File: src/shared/hcm_consts.svh
// Offsets, field positions, reset values and timing counts of the
// calibration / one-time-memory / monitor register group.
// Assumes a 25 MHz system clock; included by its bare name.
`ifndef HCM_CONSTS_SVH
`define HCM_CONSTS_SVH

// ----------------------------------------------------------------------
// Register offsets
// ----------------------------------------------------------------------
`define HCM_ADDR_CTRL        8'h1E
`define HCM_ADDR_SUPPLY      8'h21
`define HCM_ADDR_PERIOD      8'h22
`define HCM_ADDR_CFG_FIRST   8'h16
`define HCM_ADDR_CFG_LAST    8'h1A

// ----------------------------------------------------------------------
// Control register fields
// ----------------------------------------------------------------------
`define HCM_BIT_LAUNCH       0
`define HCM_BIT_PROGRAMMED   2
`define HCM_CAL_LSB          4
`define HCM_CAL_MSB          5
`define HCM_CAL_RESET        2'h2
`define HCM_WRITE_MASK       8'h31

// ----------------------------------------------------------------------
// Timing
// ----------------------------------------------------------------------
`define HCM_CLK_MHZ          25
`define HCM_CAL0_MS          150
`define HCM_CAL1_MS          250
`define HCM_CAL2_MS          500
`define HCM_CAL3_MS          1000
`define HCM_MS_CYCLES(ms)    ((ms) * 1000 * `HCM_CLK_MHZ)

`endif

File: src/shared/hcm_pkg.sv
// Types shared by the register group and its surroundings.
// Assumes hcm_consts.svh for all numeric values.
`default_nettype none
package hcm_pkg;

   // Register write strobe with address and data
   typedef struct packed {
      logic       wr;
      logic [7:0] addr;
      logic [7:0] data;
   } hcm_wr_type;

   // One-time-memory programming sequencer states
   typedef enum logic [1:0] {
      HCM_IDLE = 2'b00,
      HCM_BURN = 2'b01,
      HCM_DONE = 2'b10
   } hcm_otp_type;

endpackage : hcm_pkg
`default_nettype wire

File: src/hdl/hcm_regs.sv
// Calibration time, one-time-memory launch/status and live monitor regs.
// Assumes an upstream serial-bus decoder giving one-cycle write strobes and
// a combinational read address on clk_sys; the memory macro and analog
// measurement sit outside and talk over plain ports on the same clock.
//
// Contract
// - Two-bit calibration time, default code two
// - Bit two reads one once memory programmed
// - Launch bit copies 0x16-0x1A into memory
// - Memory programs once; later launches ignored
// - Supply reading, code times 5.6/255, playing only
// - Period code times 98.46us, updated playing only
`timescale 1ns/1ps
`default_nettype none
`include "hcm_consts.svh"

module hcm_regs #(
   parameter int CAL0_CYC = `HCM_MS_CYCLES(`HCM_CAL0_MS), // Long: shorten
   parameter int CAL1_CYC = `HCM_MS_CYCLES(`HCM_CAL1_MS),
   parameter int CAL2_CYC = `HCM_MS_CYCLES(`HCM_CAL2_MS),
   parameter int CAL3_CYC = `HCM_MS_CYCLES(`HCM_CAL3_MS)
) (
   input  wire logic               clk_sys,
   input  wire logic               rst_b,
   input  wire hcm_pkg::hcm_wr_type bus_wr,
   input  wire logic [7:0]         bus_rd_addr,
   output logic [7:0]              bus_rd_data,
   input  wire logic               otp_blown,
   output logic                    otp_burn_req,
   output logic [2:0]              otp_burn_idx,
   input  wire logic               otp_burn_ack,
   input  wire logic               wave_active,
   input  wire logic [7:0]         supply_sample,
   input  wire logic [7:0]         period_sample,
   input  wire logic               cal_start,
   output logic                    cal_busy,
   output logic [31:0]             cal_cycles
);

   // ---------------------------------------------------------------
   // State
   // ---------------------------------------------------------------
   logic [1:0]          cal_time_ff, nxt_cal_time;     // Duration code
   logic                programmed_ff, nxt_programmed; // Memory state
   hcm_pkg::hcm_otp_type otp_ff, nxt_otp;              // Sequencer
   logic [2:0]          idx_ff, nxt_idx;               // Register index
   logic [7:0]          supply_ff, nxt_supply;         // Supply code
   logic [7:0]          period_ff, nxt_period;         // Period code
   logic [31:0]         cal_cnt_ff, nxt_cal_cnt;       // Calibration timer
   logic                cal_busy_ff, nxt_cal_busy;
   logic                blown_s1_ff, blown_s2_ff;      // Strap sync
   logic [1:0]          settle_ff, nxt_settle;         // Edges since reset
   logic                launch;

   // Cycles for each duration code; minimum of the window is used
   function automatic logic [31:0] cal_len(input logic [1:0] code);
      unique case (code)
         2'h0: cal_len = 32'(CAL0_CYC);
         2'h1: cal_len = 32'(CAL1_CYC);
         2'h2: cal_len = 32'(CAL2_CYC);
         2'h3: cal_len = 32'(CAL3_CYC);
      endcase
   endfunction : cal_len

   // Strobe passed in, so a continuous assign re-evaluates on every change
   function automatic logic hit(input hcm_pkg::hcm_wr_type w,
                                input logic [7:0]          a);
      hit = w.wr && (w.addr == a);
   endfunction : hit

   assign launch = hit(bus_wr, `HCM_ADDR_CTRL)
                   && bus_wr.data[`HCM_BIT_LAUNCH];

   // Fuse state pin comes from the memory macro, so synchronise it
   always_ff @(posedge clk_sys or negedge rst_b) begin
      if (!rst_b) begin
         blown_s1_ff <= 1'b0;
         blown_s2_ff <= 1'b0;
      end else begin
         blown_s1_ff <= otp_blown;
         blown_s2_ff <= blown_s1_ff;
      end
   end

   // ---------------------------------------------------------------
   // Next-state logic
   // ---------------------------------------------------------------
   always_comb begin
      nxt_cal_time   = cal_time_ff;
      nxt_programmed = programmed_ff | blown_s2_ff;
      nxt_otp        = otp_ff;
      nxt_idx        = idx_ff;
      nxt_supply     = supply_ff;
      nxt_period     = period_ff;
      nxt_cal_cnt    = cal_cnt_ff;
      nxt_cal_busy   = cal_busy_ff;
      // Count two edges after reset; saturates once fuse sync is valid
      nxt_settle     = (settle_ff == 2'h2) ? settle_ff : settle_ff + 2'h1;
      // Only the duration field is writable; other bits dropped
      if (hit(bus_wr, `HCM_ADDR_CTRL)) begin
         nxt_cal_time = bus_wr.data[`HCM_CAL_MSB:`HCM_CAL_LSB];
      end
      // Monitors sample only while a waveform plays
      if (wave_active) begin
         nxt_supply = supply_sample;
         nxt_period = period_sample;
      end
      // Calibration timer runs the selected duration
      if (cal_busy_ff) begin
         if (cal_cnt_ff <= 32'h1) begin
            nxt_cal_busy = 1'b0;
         end
         nxt_cal_cnt = cal_cnt_ff - 32'h1;
      end else if (cal_start) begin
         nxt_cal_busy = 1'b1;
         nxt_cal_cnt  = cal_len(cal_time_ff);
      end
      // Programming sequencer: one pass per lifetime
      unique case (otp_ff)
         hcm_pkg::HCM_IDLE: begin
            // Wait for the fuse sync to settle, else a launch right
            // after reset could burn an already blown memory
            if (launch && settle_ff == 2'h2
                && !programmed_ff && !blown_s2_ff) begin
               nxt_otp = hcm_pkg::HCM_BURN;
               nxt_idx = 3'h0;
            end
         end
         hcm_pkg::HCM_BURN: begin
            if (otp_burn_ack) begin
               if (idx_ff == 3'(`HCM_ADDR_CFG_LAST - `HCM_ADDR_CFG_FIRST))
               begin
                  nxt_otp        = hcm_pkg::HCM_DONE;
                  nxt_programmed = 1'b1;
               end else begin
                  nxt_idx = idx_ff + 3'h1;
               end
            end
         end
         hcm_pkg::HCM_DONE: begin
            nxt_otp = hcm_pkg::HCM_DONE;
         end
         default: nxt_otp = hcm_pkg::HCM_IDLE;
      endcase
   end

   // ---------------------------------------------------------------
   // Registers
   // ---------------------------------------------------------------
   always_ff @(posedge clk_sys or negedge rst_b) begin
      if (!rst_b) begin
         cal_time_ff   <= `HCM_CAL_RESET;
         programmed_ff <= 1'b0;
         otp_ff        <= hcm_pkg::HCM_IDLE;
         idx_ff        <= 3'h0;
         supply_ff     <= 8'h00;
         period_ff     <= 8'h00;
         cal_cnt_ff    <= 32'h0;
         cal_busy_ff   <= 1'b0;
         settle_ff     <= 2'h0;
      end else begin
         cal_time_ff   <= nxt_cal_time;
         programmed_ff <= nxt_programmed;
         otp_ff        <= nxt_otp;
         idx_ff        <= nxt_idx;
         supply_ff     <= nxt_supply;
         period_ff     <= nxt_period;
         cal_cnt_ff    <= nxt_cal_cnt;
         cal_busy_ff   <= nxt_cal_busy;
         settle_ff     <= nxt_settle;
      end
   end

   // ---------------------------------------------------------------
   // Outputs
   // ---------------------------------------------------------------
   assign otp_burn_req = (otp_ff == hcm_pkg::HCM_BURN);
   // Index 0 means register 0x16, index 4 means 0x1A
   assign otp_burn_idx = idx_ff;
   assign cal_busy     = cal_busy_ff;
   assign cal_cycles   = cal_cnt_ff;

   // Read mux; reserved bits and unmapped addresses read zero
   always_comb begin
      bus_rd_data = 8'h00;
      unique case (bus_rd_addr)
         `HCM_ADDR_CTRL: begin
            bus_rd_data[`HCM_CAL_MSB:`HCM_CAL_LSB] = cal_time_ff;
            bus_rd_data[`HCM_BIT_PROGRAMMED] = programmed_ff;
         end
         `HCM_ADDR_SUPPLY: bus_rd_data = supply_ff;
         `HCM_ADDR_PERIOD: bus_rd_data = period_ff;
         default: bus_rd_data = 8'h00;
      endcase
   end

   // ---------------------------------------------------------------
   // Checks
   // ---------------------------------------------------------------
   a_cal_reset_two: assert property (@(posedge clk_sys)
      $rose(rst_b) |-> cal_time_ff == 2'h2)
      else $error("Calibration code not two after reset");
   a_cal_write_lands: assert property (@(posedge clk_sys) disable iff (!rst_b)
      hit(bus_wr, `HCM_ADDR_CTRL)
      |=> cal_time_ff == $past(bus_wr.data[5:4]))
      else $error("Calibration code write lost");
   a_prog_sticky: assert property (@(posedge clk_sys) disable iff (!rst_b)
      programmed_ff |=> programmed_ff)
      else $error("Programmed status fell");
   a_launch_starts: assert property (@(posedge clk_sys) disable iff (!rst_b)
      (launch && otp_ff == hcm_pkg::HCM_IDLE && !programmed_ff
       && !blown_s2_ff && settle_ff == 2'h2)
      |=> otp_burn_req && otp_burn_idx == 3'h0)
      else $error("Launch did not start programming");
   a_early_launch: assert property (@(posedge clk_sys) disable iff (!rst_b)
      launch && settle_ff != 2'h2 |=> !otp_burn_req)
      else $error("Launch taken before fuse state settled");
   a_once_only: assert property (@(posedge clk_sys) disable iff (!rst_b)
      programmed_ff && otp_ff != hcm_pkg::HCM_BURN |=> !otp_burn_req)
      else $error("Memory programmed a second time");
   a_supply_hold: assert property (@(posedge clk_sys) disable iff (!rst_b)
      !wave_active |=> $stable(supply_ff))
      else $error("Supply reading moved while idle");
   a_period_track: assert property (@(posedge clk_sys) disable iff (!rst_b)
      wave_active |=> period_ff == $past(period_sample))
      else $error("Period reading not updated");
   a_rsvd_zero: assert property (@(posedge clk_sys) disable iff (!rst_b)
      bus_rd_addr == `HCM_ADDR_CTRL |-> (bus_rd_data & 8'hCB) == 8'h00)
      else $error("Reserved control bits not zero");

endmodule : hcm_regs
`default_nettype wire

File: config.mk
export PLATFORM = sky130hd
export DESIGN_NAME = hcm_regs
export DESIGN_NICKNAME = d
export VERILOG_FILES = /design/src/shared/hcm_pkg.sv /design/src/hdl/hcm_regs.sv
export VERILOG_INCLUDE_DIRS = /design/src /design/src/shared
export SDC_FILE = /design/constraint.sdc
export NUM_CORES = 1
export LEC_CHECK = 0
export ABC_AREA = 1
export BUFFER_PORTS_ARGS = -buffer_cell sky130_fd_sc_hd__buf_2
export CAP_MARGIN = 20
export CORE_ASPECT_RATIO = 0.5
export CORE_UTILIZATION = 48
export DETAILED_ROUTE_END_ITERATION = 8
export PLACE_DENSITY = 0.74
export SLEW_MARGIN = 20
export SYNTH_ARGS = -nofsm -noshare
export SYNTH_HDL_FRONTEND = slang
export SYNTH_SLANG_ARGS = --single-unit
File: constraint.sdc
create_clock -name clk_sys -period 1.35 [get_ports clk_sys]
set_input_delay 0.0675 -clock clk_sys [delete_from_list [all_inputs] [get_ports clk_sys]]
set_output_delay 0.0675 -clock clk_sys [all_outputs]
set_load 0.01 [all_outputs]
# After elaboration in Yosys (flattened, before gate mapping)
# Index checks and enable logic that the tools add are counted.
# classes
shifts	0
n_mul	0
div_mod_pow	0
addsub	3
order_cmp	1
n_mux	22
n_eq_ne	15
bitwise	1
reduce_logical	13
# ops
operator	n
case mux 32 bit (4 select lines)	1
two-way mux 32 bit	2
less-or-equal comparator 32 x 1 -> 1 bit (second input constant)	1
subtractor 32 x 1 -> 32 bit (second input constant)	1
== test 8 x 5 -> 1 bit (second input constant)	2
== test 8 x 6 -> 1 bit (second input constant)	2
case mux 2 bit (3 select lines)	2
two-way mux 3 bit	3
== test 2 bit (second input constant)	4
case mux 2 bit (2 select lines)	2
two-way mux 1 bit	6
two-way mux 2 bit	3
case mux 3 bit (2 select lines)	1
logical AND 1 bit	5
== test 2 x 1 -> 1 bit (second input constant)	2
logical NOT 2 bit	2
inequality test 2 x 1 -> 1 bit (second input constant)	2
inequality test 2 bit (second input constant)	2
AND reduction 4 bit	1
nonzero test 2 bit	2
adder 3 x 1 -> 3 bit (second input constant)	1
== test 3 bit (second input constant)	1
case mux 1 bit (3 select lines)	1
AND reduction 3 bit	1
other kinds (4)	5
# totals
word_cells	66
mem_count	0
romBits	0
mem_bits_rw	0
latchBits	0
reg_bits	61
output_inout_bits	45
input_bits	47

# Logic depth before layout (Yosys ltp)
# Gate-level depths: netlist of the first run.
# logic_depth
depth_word	8
depth_mapped	10

# Least setup slack after synthesis of the first run
# Ideal clock, no wire load.
# synth_timing
path_type	reg2reg
start	reg cal_cnt_ff[0] (netlist: cal_cycles[0])
end	reg cal_cnt_ff[12] (netlist: cal_cycles[12])
period_less_slack_ns	1.488
t_arrival_ns	1.362
setup_slack_ns	-0.138
stages_incl_launch_ff	9
cell_sequence	dfrtp_1 > inv_1 > ha_1 > nand2_2 > nor2_4 > nand3_2 > or2_0 > o21ai_1 > o21ai_1
# synth_via
elab_chain_len	2
# synth_lines
element	line_no	rtl
from (decl)	hcm_regs.sv:49	logic [31:0] cal_cnt_ff, nxt_cal_cnt;
from (signal assigned)	hcm_regs.sv:168	cal_cnt_ff <= nxt_cal_cnt;
subtractor 32 x 1 -> 32 bit	hcm_regs.sv:113	nxt_cal_cnt = cal_cnt_ff - 32'h1;
two-way mux 32 bit	hcm_regs.sv:109	if (cal_busy_ff) begin
# No other way between the ends.
# A chain may end at the register's enable or synchronous reset.

# Worst setup path in the final report of the first run
# Same ends and word-level chain as after synthesis.

==> results.sh, run 1 <==
export IMPL_status="complete, but fails checks"
export IMPL_failed_checks="design-rule violations, negative setup slack"
export IMPL_grt_pass1_wl_mm=18.4
export IMPL_arrival_ns=1.73
export IMPL_ys_seq_area_frac=0.422
export IMPL_clkPwrFrac=0.315
export IMPL_drt_iter0_drc=276
export IMPL_syn_area_um2=3620
export IMPL_diodes=0
export IMPL_cp_slowest_cell="dfrtp_2"
export IMPL_avgSynthCellArea_um2=7.61
export IMPL_cts_buffers=9
export IMPL_yosysTopAreaCell="dfrtp_1"
export IMPL_antenna_found_initial=0
export IMPL_p_int_w=0.00487
export IMPL_max_stage_delay_ns=0.41
export IMPL_combPwrFrac=0.351
export IMPL_io_pins=92
export IMPL_n_fill_cell=438
export IMPL_grt_setup_unrepaired="yes"
export IMPL_finalHoldViolCount=0
export IMPL_p_total_w=0.00756
export IMPL_vias=4081
export IMPL_clock_sinks=61
export IMPL_overflow=0
export IMPL_async_reset_ff_frac=1.00
export IMPL_cts_root_buf="clkbuf_16"
export IMPL_drtPass1Iterations=9
export IMPL_p_seq_frac=0.333
export IMPL_reg2reg_to="cal_cycles[12]$_DFFE_PN0P_"
export IMPL_cts_max_level=3
export IMPL_critPathLaunch="cal_cycles[0]$_DFFE_PN0P_"
export IMPL_gp_congestion=0.949
export IMPL_die_area_um2=7910
export IMPL_synthTopCellsByCount="nand2_1, inv_1, nor2_1"
export IMPL_postLayoutSetupSlackWorst_ns=-0.157
export IMPL_r2r_start="cal_cycles[0]$_DFFE_PN0P_"
export IMPL_drive_above_1_share=0.433
export IMPL_switching_share=0.356
export IMPL_drc=4
export IMPL_maxCapViolations=0
export IMPL_core_region_area_um2=6990
export IMPL_track_usage=0.300
export IMPL_cts_tree="yes"
export IMPL_final_antenna_net_count=0
export IMPL_clkTransAtPathRegs_ns=0.06
export IMPL_r2r_slack_ns=-0.16
export IMPL_power_leakage_nw=2.83
export IMPL_timing_fmax_ghz=0.664
export IMPL_crit_path_end="cal_cycles[12]$_DFFE_PN0P_"
export IMPL_synth_most_common_cell="nand2_1"
export IMPL_switchingPower_w=0.00269
export IMPL_maxSlewViolCount=0
export IMPL_regArea_um2=1540
export IMPL_critPathKind="reg2reg"
export IMPL_startpoint_type="flop"
export IMPL_grt_max_degree=26
export IMPL_cp_required_ns=1.58
export IMPL_multi_input_area_um2=2120
export IMPL_num_nets_final=730
export IMPL_ys_ff_latch=61
export IMPL_clk_latency_ns=0.34
export IMPL_io_buffer_count=86
export IMPL_clk_path_buf_depth=2
export IMPL_rows=21
export IMPL_grt_pass1_vias=3847
export IMPL_drt_wirelength_per_cell_um=15.3
export IMPL_final_area_um2=5680
export IMPL_cp_max_fo=4
export IMPL_area_growth_pct=57.0
export IMPL_irDropWorstVdd_v=0.000748
export IMPL_tightest_slew_ns=0.470
export IMPL_whs_path_depth=3
export IMPL_syn_inst=475
export IMPL_ys_warnings_count=0
export IMPL_start_util=0.517
export IMPL_synth_distinct_cells=40
export IMPL_powerDensity_nw_per_um2=1330
export IMPL_hpwlAfterDp_mm=7.78
export IMPL_path_cells="inv_2 > ha_4 > nand2_4 > nor2_4 > nand3_2 > or2_1 > o21ai_1 > o21ai_1"
export IMPL_synth_edf_count=0
export IMPL_fp_dieH_um=63.4
export IMPL_syn_nets=536
export IMPL_min_period_ns=1.51
export IMPL_relSlewSlack=0.686
export IMPL_vias_per_cell=5.33
export IMPL_die_w_um=125
export IMPL_setup_violations=30
export IMPL_fin_skew_ns=0.00774
export IMPL_synth_top_area_share=0.415
export IMPL_worstRegToRegCells=8
export IMPL_end_kind="flop"
export IMPL_hold_worst_slack_ns=0.0228
export IMPL_ys_flop_type="dfrtp_1"
export IMPL_synthTopCellsByArea="dfrtp_1, nand2_1, inv_1"
export IMPL_fin_crit_sh=1.12
export IMPL_wl_mm=11.8
export IMPL_hp_class="in2reg"
export IMPL_worst_path_most_repeated_cell="o21ai_1"
export IMPL_placed_area_um2=4710
cell families (layout without fill, tap and decap cells):
family,Yosys count,after routing,share of synthesized area
and+or+nand+nor,243,243,0.308
buffers and inverters,76,275,0.0803
AOI/OAI and AO/OA,72,72,0.117
DFF,61,61,0.422
adders and majority gates,14,14,0.0484
xor gates and xnor gates,6,6,0.0145
muxes,3,3,0.00934
power by group through the flow:
stage | clock network [W] | registers (W) | logic, W
global placement | 0 | 0.00240 | 0.00203
CTS | 0.00239 | 0.00245 | 0.00235
floorplan | 0 | 0.00253 | 0.000830
detailed placement | 0 | 0.00242 | 0.00207
finish | 0.00238 | 0.00252 | 0.00265
global route | 0.00249 | 0.00255 | 0.00286
how the worst min path moves through the flow:
stage / startpoint / endpoint
final: otp_burn_ack / programmed_ff$_DFF_PN0_
after global routing: otp_burn_ack / programmed_ff$_DFF_PN0_
after CTS: wave_active / supply_ff[2]$_DFFE_PN0P_
after detailed placement: rst_b / period_ff[2]$_DFFE_PN0P_
after global placement: rst_b / period_ff[5]$_DFFE_PN0P_
after floorplan: rst_b / blown_s1_ff$_DFF_PN0_
area by class of cell:
type,count,share of cell area
multi-input cells,338,0.374
well taps,92,0.0203
clock buffers,9,0.0397
clock inverters,7,0.0145
inverters,67,0.0461
repair buffers,192,0.234
flip-flops and latches,61,0.271
through the flow:
step | TNS (ns) | instances | worst slack, ns | util
floorplan | -0.160 | 475 | -0.0911 | -
global placement | -1.07 | 716 | -0.118 | 0.674
detailed placement | -1.78 | 716 | -0.177 | 0.674
CTS | -0.872 | 762 | -0.0804 | 0.779
global route | -4.74 | 766 | -0.265 | 0.812
finish | -2.12 | 766 | -0.157 | 0.812
placed cells by master, fill, tap and decap left out, drive strengths merged, types with 4 or more instances in the layout:
| cell type | n |
|---|---|
| nor2 | 78 |
| nor3 | 5 |
| buf | 172 |
| xor2 | 4 |
| o221ai | 4 |
| a21oi | 9 |
| dlygate4sd3 | 20 |
| nand3 | 33 |
| nand2 | 109 |
| o21ai | 42 |
| clkbuf | 9 |
| nand4 | 14 |
| ha | 14 |
| o22ai | 7 |
| dfrtp | 60 |
| inv | 69 |
critical path, delay by kind of cell, from the launching register on:
family	cells	cell delay [ns]
adder cells (fa/ha/maj)	1	0.16
buffers and inverters	1	0.11
flip-flops	1	0.41
AND/OR/NAND/NOR	4	0.57
AO/OA/AOI/OAI	2	0.15
registers in the layout (all words and copies together), names as in the netlist, 2 cells and up:
signal,flops
cal_cycles,32
period_ff,8
supply_ff,8
otp_burn_idx,3
cal_time_ff,2
otp_ff,2
settle_ff,2
layer usage:
metal | GRT usage | part of all wire
met5 | 0 | 0
met2 | 0.515 | 0.48
met4 | 0.0818 | 0.019
met3 | 0.0620 | 0.080
met1 | 0.387 | 0.42
timing repair:
action	CTS	global route
buffers inserted	10	4
hold buffers	20	0
endpoints found under the hold margin	35	0
gates resized for setup	54	54
pin swaps	24	21
setup endpoints to repair	33	36
No activity file was read; power rests on OpenSTA's default activity.
==> inputs of run 2 (changes only) <==
Settings changed: ABC_AREA 1 to default, PLACE_DENSITY 0.74 to 0.75.
==> results.sh, run 2 <==
export IMPL_core_region_area_um2=6780
export IMPL_finalHoldViolCount=0
export IMPL_maxSlewViolCount=0
export IMPL_startpoint_type="flop"
export IMPL_critPathLaunch="cal_cycles[2]$_DFFE_PN0P_"
export IMPL_arrival_ns=2.22
export IMPL_grt_use_met1=0.393
export IMPL_cts_root_buf="clkbuf_16"
export IMPL_clkTransAtPathRegs_ns=0.05
export IMPL_ys_ff_latch=61
export IMPL_cp_max_fo=4
export IMPL_num_nets_final=619
export IMPL_met3_usage=0.108
export IMPL_grt_max_degree=30
export IMPL_syn_area_um2=3410
export IMPL_p_total_w=0.00839
export IMPL_drt_iter0_drc=497
export IMPL_powerDensity_nw_per_um2=1440
export IMPL_grt_pass1_wl_mm=18.8
export IMPL_syn_inst=335
export IMPL_min_period_ns=2.00
export IMPL_grt_setup_unrepaired="yes"
export IMPL_busiest_layer="met2"
export IMPL_io_pins=92
export IMPL_tightest_slew_ns=0.652
export IMPL_cp_top_family="simple AND/OR/NAND/NOR gates"
export IMPL_ys_seq_area_frac=0.448
export IMPL_wl_mm=15.6
export IMPL_final_common_cell="buf_4"
export IMPL_gp_congestion=0.927
export IMPL_cp_slowest_cell="or4_4"
export IMPL_drc=0
export IMPL_overflow=0
export IMPL_synthTopCellsByArea="dfrtp_1, mux2_2, ha_1"
export IMPL_clock_sinks=61
export IMPL_n_fill_cell=307
export IMPL_vias_per_cell=6.47
export IMPL_cp_required_ns=1.57
export IMPL_rows=21
export IMPL_setup_violations=44
export IMPL_synth_edf_count=0
export IMPL_irDropWorstVdd_v=0.00119
export IMPL_hpwlAfterDp_mm=7.67
export IMPL_vias=4230
export IMPL_most_common_layout_cells="buf_4, buf_2, dfrtp_1"
export IMPL_r2r_start="cal_cycles[2]$_DFFE_PN0P_"
export IMPL_ys_flop_type="dfrtp_1"
export IMPL_worstRegToRegCells=5
export IMPL_async_reset_ff_frac=1.00
export IMPL_fin_crit_sh=1.48
export IMPL_io_buffer_count=86
export IMPL_antenna_found_initial=0
export IMPL_track_usage=0.350
export IMPL_grt_pass1_vias=3646
export IMPL_synth_distinct_cells=55
export IMPL_start_util=0.503
export IMPL_fin_skew_ns=0.0104
export IMPL_end_kind="flop"
export IMPL_yosysTopAreaCell="dfrtp_1"
export IMPL_clk_path_buf_depth=2
export IMPL_r2r_slack_ns=-0.65
export IMPL_postLayoutSetupSlackWorst_ns=-0.650
export IMPL_max_stage_delay_ns=0.60
export IMPL_synth_most_common_cell="dfrtp_1"
export IMPL_largest_register_ffs=32
export IMPL_diodes=0
export IMPL_relSlewSlack=0.561
export IMPL_die_area_um2=7470
export IMPL_area_growth_pct=71.0
export IMPL_drtPass1Iterations=9
export IMPL_power_leakage_nw=2.79
export IMPL_use_met2=0.622
export IMPL_cts_buffers=9
export IMPL_failed_checks="negative setup slack"
export IMPL_status="complete, but fails checks"
export IMPL_cts_max_level=3
export IMPL_syn_nets=396
export IMPL_path_buf_inv=1
export IMPL_drive_above_1_share=0.568
export IMPL_drt_wirelength_per_cell_um=23.9
export IMPL_clk_latency_ns=0.34
export IMPL_ys_warnings_count=0
export IMPL_synth_top_area_share=0.440
export IMPL_cts_tree="yes"
export IMPL_final_antenna_net_count=0
export IMPL_avgSynthCellArea_um2=10.2
export IMPL_hp_class="in2reg"
export IMPL_maxCapViolations=0
export IMPL_cp_depth=5
export IMPL_path_cells="or4_4 > buf_6 > nor3_1 > a21oi_1 > a311o_1"
export IMPL_reg2reg_to="cal_cycles[18]$_DFFE_PN0P_"
export IMPL_die_w_um=121
export IMPL_fin_setup_tns_ns=-18.71
export IMPL_critPathKind="reg2reg"
export IMPL_crit_path_end="cal_cycles[18]$_DFFE_PN0P_"
export IMPL_fp_dieH_um=61.6
export IMPL_synthTopCellsByCount="dfrtp_1, nand2_1, nor2_1"
export IMPL_timing_fmax_ghz=0.500
run 2: metrics by stage:
step	hold WS, ns	utilization	worst slack [ns]	cell area, µm²	instances
5_1_grt	0.0237	0.860	-0.699	5830	654
6_report	0.0171	0.860	-0.650	5830	654
4_1_cts	0.0129	0.819	-0.586	5550	642
2_1_floorplan	-0.228	-	-0.668	3520	335
3_3_place_gp	0.0615	0.695	-0.537	4710	592
3_5_place_dp	0.0743	0.695	-0.596	4710	592
run 2: kinds of logic (layout without fill, tap and decap cells):
logic type,after synthesis,in the layout,synth area share
and+or+nand+nor,133,133,0.223
adders and majority gates,14,14,0.0514
buffers and inverters,28,255,0.0330
AOI/OAI and AO/OA,68,68,0.147
muxes,30,30,0.0954
xor gates and xnor gates,1,1,0.00257
DFF,61,61,0.448
run 2: routing by layer:
layer	part of all wire	up-vias	routed length [µm]
li1	-	1708	-
met1	0.35	1996	5520
met2	0.45	398	7100
met3	0.12	128	1910
met4	0.069	0	1080
met5	0	-	0
run 2: cell type report:
class	instances	area, µm²	area share
well taps	92	115	0.0197
clock inverters	4	47.5	0.00815
inverters	13	48.8	0.00837
repair buffers	227	1650	0.283
flip-flops and latches	61	1540	0.263
clock buffers	11	253	0.0433
multi-input cells	246	2180	0.374
run 2: worst reg2reg max path, delay by kind of cell, from the launching register on:
family	cells	cell delay [ns]
buf+inv	1	0.16
simple gates	2	0.87
compound gates	2	0.44
flops	1	0.41
run 2: how the worst min path moves through the flow:
stage                       from                  endpoint  slack [ns]  cells after the start
finish              otp_burn_ack   programmed_ff$_DFF_PN0_        0.02                      3
global route        otp_burn_ack   programmed_ff$_DFF_PN0_        0.02                      3
CTS                 otp_burn_ack   programmed_ff$_DFF_PN0_        0.01                      3
detailed placement         rst_b  period_ff[2]$_DFFE_PN0P_        0.07                      1
global placement           rst_b  period_ff[2]$_DFFE_PN0P_        0.06                      1
floorplan                  rst_b     blown_s1_ff$_DFF_PN0_       -0.23                      0
run 2: timing repair:
action,4_1_cts,5_1_grt
endpoints found under the hold margin,36,0
setup buffers,16,15
hold buffers,20,0
setup endpoints to repair,43,40
pin swaps,31,18
gates resized for setup,59,42
run 2: report_power, final:
group	internal [W]	switching (W)	total, W
Sequential	0.00218	0.000300	0.00248
Clock	0.00151	0.000838	0.00235
Combinational	0.00173	0.00184	0.00357
Total	0.00541	0.00298	0.00839
